<file path="config.mk">
export PLATFORM = sky130hd
export DESIGN_NAME = pll_synth_ctrl
export DESIGN_NICKNAME = d
export VERILOG_FILES = /design/src/rtl/pll_synth_pkg.sv /design/src/rtl/pll_synth_ctrl.sv
export SDC_FILE = /design/constraint.sdc
export NUM_CORES = 1
export LEC_CHECK = 0
export BUFFER_PORTS_ARGS = -buffer_cell sky130_fd_sc_hd__buf_2
export CAP_MARGIN = 25
export CELL_PAD_IN_SITES_DETAIL_PLACEMENT = 1
export CELL_PAD_IN_SITES_GLOBAL_PLACEMENT = 1
export CORE_ASPECT_RATIO = 1.5
export CORE_UTILIZATION = 48
export DETAILED_ROUTE_END_ITERATION = 8
export PLACE_DENSITY_LB_ADDON = 0.1
export REMOVE_ABC_BUFFERS = 1
export SYNTH_ARGS = -nofsm -noshare
export SYNTH_HDL_FRONTEND = slang
export SYNTH_SLANG_ARGS = --single-unit
export TNS_END_PERCENT = 5
</file>
<file path="constraint.sdc">
create_clock -name clk_sys -period 3.6 [get_ports clk_sys]
set_input_delay 0.36 -clock clk_sys [delete_from_list [all_inputs] [get_ports clk_sys]]
set_output_delay 0.36 -clock clk_sys [all_outputs]
set_load 0.01 [all_outputs]
</file>
<file path="src/rtl/pll_synth_pkg.sv">
// package: constants, field layouts and word types for the synthesiser control
// assumes: shared by the control block, the serial controller model and the testbench
package pll_synth_pkg;
   localparam int SHIFT_W = 24;
   localparam int WORD_W = 22;
   localparam int FINE_W = 4;
   localparam int COARSE_W = 15;
   localparam int REF_W = 13;
   localparam int GAIN_W = 2;
   localparam int SYNC_W = 3;
   // destination select codes, low bit sent first, then high bit
   localparam logic [1:0] DEST_WORD1 = 2'h0;
   localparam logic [1:0] DEST_WORD2 = 2'h2;
   localparam logic [1:0] DEST_FINE = 2'h1;
   localparam logic [1:0] DEST_REF = 2'h3;
   // divider word layout above the select bits: fine, coarse, gain, polarity
   localparam int FINE_LSB = 2;
   localparam int COARSE_LSB = 6;
   localparam int GAIN_LSB = 21;
   localparam int POL_BIT = 23;
   // reference word layout: count, then modulus select
   localparam int REF_LSB = 2;
   localparam int MOD_BIT = 15;
   localparam logic [COARSE_W-1:0] COARSE_RESET = 15'h0100;
   localparam logic [FINE_W-1:0] FINE_RESET = 4'h0;
   localparam logic [REF_W-1:0] REF_RESET = 13'h0001;
   localparam logic [4:0] MOD_LOW = 5'h08;
   localparam logic [4:0] MOD_HIGH = 5'h10;

   typedef struct packed {
      logic polarity;
      logic [GAIN_W-1:0] gain;
      logic [COARSE_W-1:0] coarse;
      logic [FINE_W-1:0] fine;
   } div_word_t;

   typedef struct packed {
      logic wideModulus;
      logic [REF_W-1:0] count;
   } ref_word_t;

   typedef struct packed {
      logic data;
      logic sclk;
      logic enable;
   } serial_pins_t;
endpackage
</file>
<file path="src/rtl/pll_synth_ctrl.sv">
// control block of a pll synthesiser: serial port, word buffers, dividers
// assumes: rf and reference edges arrive as one-cycle enables on clk_sys
`timescale 1ns/1ps
module pll_synth_ctrl (
   input wire logic clk_sys,
   input wire logic rst,
   input wire logic clkEn,
   input wire pll_synth_pkg::serial_pins_t serialPins,
   input wire logic word_bank_select_pin,
   input wire logic standbyPin,
   input wire logic rfTick,
   input wire logic refTick,
   input wire logic lockDetected,
   output logic feedback_divider_pulse_out,
   output logic referencePulseOut,
   output logic [pll_synth_pkg::GAIN_W-1:0] pumpGain,
   output logic pumpPolarity,
   output logic lockSinkEnable,
   output logic standbyActive
);
   // ==========================================
   // pin synchronisers
   logic [pll_synth_pkg::SYNC_W-1:0] syncData, syncClk, syncEn, syncBank, syncStby;
   logic sclkLevel, enLevel, dataLevel, bankLevel, stbyLevel;
   logic sclkRise, enFall;

   function automatic logic agreed(input logic [2:0] s, input logic prev);
      agreed = (s[1] == s[2]) ? s[1] : prev;
   endfunction

   always_ff @(posedge clk_sys) begin
      if (rst) begin
         syncData <= '0;
         syncClk <= '0;
         syncEn <= '0;
         syncBank <= '0;
         syncStby <= '0;
      end else if (clkEn) begin
         syncData <= {syncData[1:0], serialPins.data};
         syncClk <= {syncClk[1:0], serialPins.sclk};
         syncEn <= {syncEn[1:0], serialPins.enable};
         syncBank <= {syncBank[1:0], word_bank_select_pin};
         syncStby <= {syncStby[1:0], standbyPin};
      end
   end

   always_ff @(posedge clk_sys) begin
      if (rst) begin
         sclkLevel <= 1'b0;
         enLevel <= 1'b0;
         dataLevel <= 1'b0;
         bankLevel <= 1'b0;
         stbyLevel <= 1'b0;
      end else if (clkEn) begin
         sclkLevel <= agreed(syncClk, sclkLevel);
         enLevel <= agreed(syncEn, enLevel);
         dataLevel <= agreed(syncData, dataLevel);
         bankLevel <= agreed(syncBank, bankLevel);
         stbyLevel <= agreed(syncStby, stbyLevel);
      end
   end

   assign sclkRise = clkEn && !sclkLevel && agreed(syncClk, sclkLevel);
   assign enFall = clkEn && enLevel && !agreed(syncEn, enLevel);

   // ==========================================
   // shift register
   logic [pll_synth_pkg::SHIFT_W-1:0] shiftReg;

   always_ff @(posedge clk_sys) begin
      if (rst) begin
         shiftReg <= '0;
      end else if (sclkRise && enLevel) begin
         shiftReg <= {shiftReg[pll_synth_pkg::SHIFT_W-2:0], dataLevel};
      end
   end

   // ==========================================
   // word buffers
   pll_synth_pkg::div_word_t word1, word2;
   pll_synth_pkg::ref_word_t refWord;
   logic [pll_synth_pkg::FINE_W-1:0] pendingFine;
   logic finePending;
   logic [1:0] destSel;
   logic bankIsOne;
   logic cycleEnd;

   function automatic pll_synth_pkg::div_word_t unpack_word(input logic [pll_synth_pkg::SHIFT_W-1:0] s);
      unpack_word.fine = s[pll_synth_pkg::FINE_LSB +: pll_synth_pkg::FINE_W];
      unpack_word.coarse = s[pll_synth_pkg::COARSE_LSB +: pll_synth_pkg::COARSE_W];
      unpack_word.gain = s[pll_synth_pkg::GAIN_LSB +: pll_synth_pkg::GAIN_W];
      unpack_word.polarity = s[pll_synth_pkg::POL_BIT];
   endfunction

   function automatic pll_synth_pkg::div_word_t reset_word();
      reset_word.fine = pll_synth_pkg::FINE_RESET;
      reset_word.coarse = pll_synth_pkg::COARSE_RESET;
      reset_word.gain = '0;
      reset_word.polarity = 1'b0;
   endfunction

   assign destSel = {shiftReg[0], shiftReg[1]};
   assign bankIsOne = bankLevel;

   always_ff @(posedge clk_sys) begin
      if (rst) begin
         word1 <= reset_word();
         word2 <= reset_word();
      end else if (clkEn) begin
         if (enFall && destSel == pll_synth_pkg::DEST_WORD1) begin
            word1 <= unpack_word(shiftReg);
         end
         if (enFall && destSel == pll_synth_pkg::DEST_WORD2) begin
            word2 <= unpack_word(shiftReg);
         end
         if (finePending && cycleEnd) begin
            if (bankIsOne) begin
               word1.fine <= pendingFine;
            end else begin
               word2.fine <= pendingFine;
            end
         end
      end
   end

   always_ff @(posedge clk_sys) begin
      if (rst) begin
         pendingFine <= pll_synth_pkg::FINE_RESET;
         finePending <= 1'b0;
      end else if (clkEn) begin
         if (enFall && destSel == pll_synth_pkg::DEST_FINE) begin
            pendingFine <= shiftReg[pll_synth_pkg::FINE_LSB +: pll_synth_pkg::FINE_W];
            finePending <= 1'b1;
         end else if (cycleEnd) begin
            finePending <= 1'b0;
         end
      end
   end

   always_ff @(posedge clk_sys) begin
      if (rst) begin
         refWord <= '{wideModulus: 1'b1, count: pll_synth_pkg::REF_RESET};
      end else if (clkEn && enFall && destSel == pll_synth_pkg::DEST_REF) begin
         refWord.count <= shiftReg[pll_synth_pkg::REF_LSB +: pll_synth_pkg::REF_W];
         refWord.wideModulus <= shiftReg[pll_synth_pkg::MOD_BIT];
      end
   end

   // ==========================================
   // feedback divider
   pll_synth_pkg::div_word_t activeWord;
   logic [4:0] preCnt;
   logic [pll_synth_pkg::FINE_W-1:0] fineCnt;
   logic [pll_synth_pkg::COARSE_W-1:0] coarseCnt;
   logic modPlusOne, preWrap;
   logic activeWide;
   logic [4:0] modulus;

   assign modulus = activeWide ? pll_synth_pkg::MOD_HIGH : pll_synth_pkg::MOD_LOW;
   assign modPlusOne = fineCnt != activeWord.fine;
   assign preWrap = rfTick && !stbyLevel && (preCnt == (modPlusOne ? modulus : modulus - 5'h01));
   assign cycleEnd = preWrap && (coarseCnt == activeWord.coarse - 15'h0001);

   always_ff @(posedge clk_sys) begin
      if (rst) begin
         preCnt <= '0;
         fineCnt <= '0;
         coarseCnt <= '0;
         activeWord <= reset_word();
         activeWide <= 1'b1;
      end else if (clkEn && !stbyLevel) begin
         if (rfTick) begin
            preCnt <= preWrap ? 5'h00 : preCnt + 5'h01;
         end
         if (cycleEnd) begin
            fineCnt <= '0;
            coarseCnt <= '0;
            activeWord <= bankIsOne ? word1 : word2;
            activeWide <= refWord.wideModulus;
         end else if (preWrap) begin
            coarseCnt <= coarseCnt + 15'h0001;
            if (modPlusOne) begin
               fineCnt <= fineCnt + 4'h1;
            end
         end
      end
   end

   // ==========================================
   // reference divider
   logic [pll_synth_pkg::REF_W-1:0] refCnt;
   logic refEnd;
   assign refEnd = refTick && (refCnt >= refWord.count - 13'h0001);

   always_ff @(posedge clk_sys) begin
      if (rst) begin
         refCnt <= '0;
      end else if (clkEn && !stbyLevel && refTick) begin
         refCnt <= refEnd ? '0 : refCnt + 13'h0001;
      end
   end

   // ==========================================
   // outputs
   always_ff @(posedge clk_sys) begin
      if (rst) begin
         feedback_divider_pulse_out <= 1'b0;
         referencePulseOut <= 1'b0;
         pumpGain <= '0;
         pumpPolarity <= 1'b0;
         lockSinkEnable <= 1'b0;
         standbyActive <= 1'b0;
      end else if (clkEn) begin
         feedback_divider_pulse_out <= activeWord.polarity ? (refEnd && !stbyLevel) : (cycleEnd && !stbyLevel);
         referencePulseOut <= activeWord.polarity ? (cycleEnd && !stbyLevel) : (refEnd && !stbyLevel);
         pumpGain <= activeWord.gain;
         pumpPolarity <= activeWord.polarity;
         lockSinkEnable <= lockDetected && !stbyLevel;
         standbyActive <= stbyLevel;
      end
   end

   // ==========================================
   // checks
   a_shift_hold: assert property (@(posedge clk_sys) disable iff (rst)
      !enLevel |=> shiftReg == $past(shiftReg)) else $error("shift changed with enable low");
   a_word1_load: assert property (@(posedge clk_sys) disable iff (rst)
      clkEn && enFall && destSel == pll_synth_pkg::DEST_WORD1
      |=> word1.coarse == $past(shiftReg[pll_synth_pkg::COARSE_LSB +: pll_synth_pkg::COARSE_W]))
      else $error("word one not loaded");
   a_active_stable: assert property (@(posedge clk_sys) disable iff (rst)
      !cycleEnd |=> activeWord == $past(activeWord)) else $error("active word changed mid cycle");
   a_bank_reload: assert property (@(posedge clk_sys) disable iff (rst)
      clkEn && !stbyLevel && cycleEnd && bankIsOne |=> activeWord.coarse == $past(word1.coarse))
      else $error("wrong bank reloaded");
   a_pulse_swap: assert property (@(posedge clk_sys) disable iff (rst)
      clkEn && !stbyLevel && cycleEnd && !refEnd && activeWord.polarity |=> referencePulseOut && !feedback_divider_pulse_out)
      else $error("polarity swap wrong");
   a_standby_quiet: assert property (@(posedge clk_sys) disable iff (rst)
      clkEn && stbyLevel |=> !feedback_divider_pulse_out && !referencePulseOut) else $error("pulse in standby");
   a_lock_sink: assert property (@(posedge clk_sys) disable iff (rst)
      clkEn && !lockDetected |=> !lockSinkEnable) else $error("lock sink without lock");
   a_fine_update: assert property (@(posedge clk_sys) disable iff (rst)
      clkEn && !stbyLevel && finePending && cycleEnd && bankIsOne && !enFall
      |=> word1.fine == $past(pendingFine) && word1.coarse == $past(word1.coarse))
      else $error("fine update wrong");
   a_fine_word2: assert property (@(posedge clk_sys) disable iff (rst)
      clkEn && !stbyLevel && finePending && cycleEnd && !bankIsOne && !enFall
      |=> word2.fine == $past(pendingFine) && word2.coarse == $past(word2.coarse))
      else $error("fine update of word two wrong");
   a_word2_load: assert property (@(posedge clk_sys) disable iff (rst)
      clkEn && enFall && destSel == pll_synth_pkg::DEST_WORD2
      |=> word2.coarse == $past(shiftReg[pll_synth_pkg::COARSE_LSB +: pll_synth_pkg::COARSE_W]))
      else $error("word two not loaded");
   a_ref_load: assert property (@(posedge clk_sys) disable iff (rst)
      clkEn && enFall && destSel == pll_synth_pkg::DEST_REF
      |=> refWord.count == $past(shiftReg[pll_synth_pkg::REF_LSB +: pll_synth_pkg::REF_W]))
      else $error("reference word not loaded");
   a_shift_in: assert property (@(posedge clk_sys) disable iff (rst)
      sclkRise && enLevel |=> shiftReg[0] == $past(dataLevel))
      else $error("serial bit not shifted in");
   a_bank_two: assert property (@(posedge clk_sys) disable iff (rst)
      clkEn && !stbyLevel && cycleEnd && !bankIsOne |=> activeWord.coarse == $past(word2.coarse))
      else $error("word two not reloaded");
   a_modulus_hold: assert property (@(posedge clk_sys) disable iff (rst)
      !cycleEnd |=> activeWide == $past(activeWide))
      else $error("modulus changed mid cycle");
   a_pre_range: assert property (@(posedge clk_sys) disable iff (rst)
      preCnt <= modulus)
      else $error("prescaler count past modulus");
   a_fb_pulse: assert property (@(posedge clk_sys) disable iff (rst)
      clkEn && !stbyLevel && cycleEnd && !activeWord.polarity |=> feedback_divider_pulse_out)
      else $error("feedback pulse missing");
   a_ref_pulse: assert property (@(posedge clk_sys) disable iff (rst)
      clkEn && !stbyLevel && refEnd && !activeWord.polarity |=> referencePulseOut)
      else $error("reference pulse missing");
   a_gain_follow: assert property (@(posedge clk_sys) disable iff (rst)
      clkEn |=> pumpGain == $past(activeWord.gain))
      else $error("pump gain not from active word");
   a_standby_flag: assert property (@(posedge clk_sys) disable iff (rst)
      clkEn |=> standbyActive == $past(stbyLevel))
      else $error("standby flag wrong");
endmodule

</file>
Yosys cells after proc, flatten, opt, wreduce, memory -nomap -nowiden. Index checks and enable logic that the tools add are counted.

$add $sub $neg: 7. Multiply operators: 0. Divide/modulo/power cells: 0. $lt $le $gt $ge: 1. Equal/unequal tests: 11. Shifts and indexed selects: 0. Multiplexer cells: 22. Bitwise gates (word level): 0. Reductions and logical operators: 38.

Operators with widths (count): $mux 4 (9); $mux 15 (2); $mux 22 (1); $logic_and 1x1->1 (20); $reduce_and 2->1 (10); $add 15x1->15 const B (1); $eq 15x15->1 (1); $mux 5 (3); $sub 15x1->15 const B (1); $add 13x1->13 const B (1); $ge 13x13->1 (1); $mux 13 (1); $sub 13x1->13 const B (1); $mux 1 (6); $reduce_bool 2->1 (3); $add 5x1->5 const B (1); $eq 1x1->1 (5); $eq 5x5->1 (1); $sub 5x1->5 const B (1); $add 4x1->4 const B (1); $eq 2x2->1 const B (2); $ne 4x4->1 (1); $logic_not 1->1 (3); $reduce_and 3->1 (1); 2 further kinds (2).

Register bits: 174. Bits in latches: 0. Memory bits (writable): 0. ROM bits: 0. Bits of input ports: 11. Output and inout port bits: 7. Word-level logic and storage cells: 117. Memories: 0.

Logic depth before layout (Yosys ltp).
Depth in word-level cells: 8. Depth in mapped cells: 13. Gate-level depth less buffers: 13.

Worst setup path after synthesis. No wires, ideal clock.

Path type: register -> register. Start: register refWord[2] (netlist bit). End: register refCnt[10] (netlist bit). Library setup time: 0.086 ns. Arrival: 2.917 ns. Required time: 3.514 ns. Slack: 0.598 ns. Cell stages (with the launch flop): 12. Buffers on the path: 1. Period minus slack after synthesis: 3.002 ns. Cell sequence: dfxtp_1 -> or3_1 -> or3b_2 -> xor2_1 -> ha_1 -> and3_1 -> a221oi_1 -> o21ai_0 -> a31oi_1 -> o21ai_0 -> clkbuf_1 -> a211oi_1.

Word-level cells in the longest chain between the ends: 4.

RTL lines: start, declared (RTL line pll_synth_ctrl.sv:81) `pll_synth_pkg::ref_word_t refWord;`; start signal, assigned (RTL line pll_synth_ctrl.sv:142) `refWord <= '{wideModulus: 1'b1, count: pll_synth_pkg::REF_RESET};`; $sub 13x1->13 (RTL line pll_synth_ctrl.sv:193) `assign refEnd = refTick && (refCnt >= refWord.count - 13'h0001);`; $ge 13x13->1 (RTL line pll_synth_ctrl.sv:193); $logic_and 1x1->1 (RTL line pll_synth_ctrl.sv:193); $mux 13 (RTL line pll_synth_ctrl.sv:199) `refCnt <= refEnd ? '0 : refCnt + 13'h0001;`; end signal, assigned (RTL line pll_synth_ctrl.sv:199); end, declared (RTL line pll_synth_ctrl.sv:191) `logic [pll_synth_pkg::REF_W-1:0] refCnt;`.

No other way between the ends. A chain may end at the register's enable or synchronous reset.

Worst setup path after layout.
Start: register activeWord[4] (netlist bit). End: register activeWord[12] (netlist bit).

Word-level cells in the longest chain between the ends: 4.

RTL lines: start, declared (RTL line pll_synth_ctrl.sv:151) `pll_synth_pkg::div_word_t activeWord;`; start signal, assigned (RTL line pll_synth_ctrl.sv:169) `activeWord <= reset_word();`; start signal, assigned (RTL line pll_synth_ctrl.sv:178) `activeWord <= bankIsOne ? word1 : word2;`; $sub 15x1->15 (RTL line pll_synth_ctrl.sv:162) `assign cycleEnd = preWrap && (coarseCnt == activeWord.coarse - 15'h0001);`; $eq 15x15->1 (RTL line pll_synth_ctrl.sv:162); $logic_and 1x1->1 (RTL line pll_synth_ctrl.sv:162); $reduce_and 2->1 (no source line).

No other way between the ends.

==> run metrics <==
initial core utilization about half; final wirelength 21100 um; met2 wire length 11000 um; # Max-Cap Violations 0; Buf/Inv on CP 1; worst r2r src activeWord[4]; Power Density 418 nW/um^2; storage element area 3480 um^2; worst min path class in -> reg; count of cell types in the netlist 60; clk_lat worst skew 0.43 ns; CTS buffer count 17; Die X around 110 um; peak supply drop between 0.0002 and 0.00025 V; status finished, final reports clean; crit path from activeWord[4]; Top-Level Pins 18; critical path depth 8; Synth Flop Type dfxtp_1; final hold vios 0; largest net degree at the start of global routing 94; Worst Tran Pin Value between 0.9 and 1 ns; CTS tree built; reg2reg end activeWord[12]; Port Buffer Count 17; CP max FO 16; critical path endpoint activeWord[12]; H-tree levels 4; EDFF count, synth 0; antenna diode count 0; initial antenna violation count 0; ANT nets after route 0; Vias/cell about 5.7; Rel. slew slack 39.1%; drt first pass iters 4; cells along the critical path or4_1 > o31a_1 > or4_4 > a32oi_2 > nand4_1 > buf_4 > nor2_4 > mux2i_1; number of synthesized register bits ~170; commonest non-fill, non-tap cell in the layout nand2_1; Starting DRT DRC Count 369; most frequent cells in the layout nand2_1 (181), dfxtp_1 (174), a21oi_1 (93); min Tclk post-route 3.20 ns; GRT Total Usage 23.8%; total die area 18300 um^2; Finished Layout Cells 1218; DR top layer met4; crit-path leading delay family simple AND/OR/NAND/NOR gates; Syn Inst Count 1012; Critical-path top delay cell or4_1; worst r2r path cells 8; die extent in y 165 um; clk slew on worst S/H paths 0.07 ns; Power Total 3.91 mW; CP arrival 3.55 ns; critical path class reg -> reg; total number of vias 6996; detailed-route DRC error count 0; unrepaired setup endpoints after global routing no; Layout Skew around 0.0086 ns; Filler cells 2081; # rows 59; DP HPWL 14500 um; crit share post-route approximately nine tenths; f_max 0.312 GHz; P&R area growth vs syn 9.84%; layout cells sized above 1 9.45%; vias in the first global route 6985; Max clock buf depth 2; grt ovf 0; total core area 17300 um^2; first-pass GRT wire length 35000 um; Syn. warnings 0; Placer Congestion 0.830; sequential cell area fraction in the yosys report between 40% and 50%; fin nets just over 1000; WL met1 9500 um; crit start category flip-flop; FF-to-FF setup slack 0.40 ns; cts repair resizes 0; Post-synth ARST share 0%; multi-input logic area 4670 um^2; Sink Count 174; Inst Count DP about 1200; Slew Limit Fails 0; Root Buffer clkbuf_16; met3 wire length around 350 um; leakage 3.38 nW; postcts setup bufs 0; hold bufs inserted after CTS 0; CP Data Required Time 3.95 ns; Synth Cell Area 8510 um^2; syn_area_per_cell 8.41 um^2; Crit. End Element flip-flop; Wirelength per Cell 17.4 um; setup violators final 0; Crit path largest cell delay roughly 0.68 ns
==> synth_stat cells, drive strengths merged (13+ instances only) <==
| cell | count | area share (%) |
|---|---|---|
| mux2i | 47 | 5.5 |
| clkbuf | 61 | 2.7 |
| inv | 14 | 0.62 |
| a21oi | 93 | 5.5 |
| nor2 | 61 | 2.8 |
| nand4 | 24 | 1.8 |
| ha | 20 | 2.9 |
| nand2 | 182 | 8.0 |
| nand3 | 13 | 0.76 |
| o41ai | 21 | 3.5 |
| xnor2 | 36 | 3.7 |
| buf | 14 | 0.93 |
| o21ai | 33 | 1.9 |
| nor2b | 26 | 1.9 |
| xor2 | 23 | 2.4 |
| dfxtp | 174 | 41 |
| nor3 | 29 | 1.7 |
| a211oi | 14 | 1.2 |
==> sequential cells by signal (all words and copies together) (netlist names), 4 cells and up <==
signal,cells
word2,22
activeWord,22
pendingFine,4
refCnt,13
preCnt,5
word1,22
shiftReg,24
coarseCnt,15
refWord,14
fineCnt,4
==> power by group <==
group | switching (mW) | total, mW | internal (mW) | leakage, nW
Combinational | 0.0716 | 0.105 | 0.0337 | 1.69
Sequential | 0.00808 | 1.94 | 1.93 | 1.40
Clock | 0.791 | 1.86 | 1.07 | 0.281
Total | 0.871 | 3.91 | 3.03 | 3.38
==> worst min-delay path by stage <==
stage                                    start          end  slack [ns]  cells after the start
after floorplan                            rst    bankIsOne        0.43                      1
after global placement               word2[19]    word2[19]        0.44                      2
after detailed placement              word1[5]     word1[5]        0.45                      2
after CTS                 word_bank_select_pin  syncBank[0]        0.16                      3
after global routing      word_bank_select_pin  syncBank[0]        0.17                      3
final                     word_bank_select_pin  syncBank[0]        0.17                      3
==> worst min-delay path: stages <==
cell,delay (ns)
buf_2,0.07
mux2i_1,0.05
nor2_1,0.07
==> through the flow <==
step	hold slack [ns]	area, um^2	setup TNS (ns)	setup slack (ns)	utilization [%]
after floorplan	0.429	8200	-22.51	-0.716	-
after global placement	0.441	8760	0	0.467	50.5
after detailed placement	0.452	8760	0	0.419	50.5
after CTS	0.157	9350	0	0.376	53.9
after global routing	0.170	9350	0	0.128	53.9
final	0.166	9350	0	0.397	53.9
==> per-layer routing <==
metal  GRT usage, %  vias up
met4           7.27        0
met3           3.47       23
met2           44.8       55
met5              0        -
li1               -     3499
met1           27.8     3419
==> cell families (layout without fill, tap and decap cells) <==
group	count (synthesis)	after routing	synth area share [%]
simple gates	416	416	23.8
compound gates	205	205	16.2
flops	174	174	40.9
buf+inv	90	83	4.29
xor+xnor	59	59	6.07
mux	48	48	5.66
fa+ha+maj	20	20	2.94
==> final cells by class <==
class                      instances  share of cell area [%]
clock buffer                      21                    4.93
clock inverter                    10                    1.37
inverter                          15                   0.602
multi-input combinational        748                    50.0
sequential                       174                    37.3
tap                              213                    2.85
timing repair buffer              37                    2.99
No activity file was read; power rests on OpenSTA's default activity.
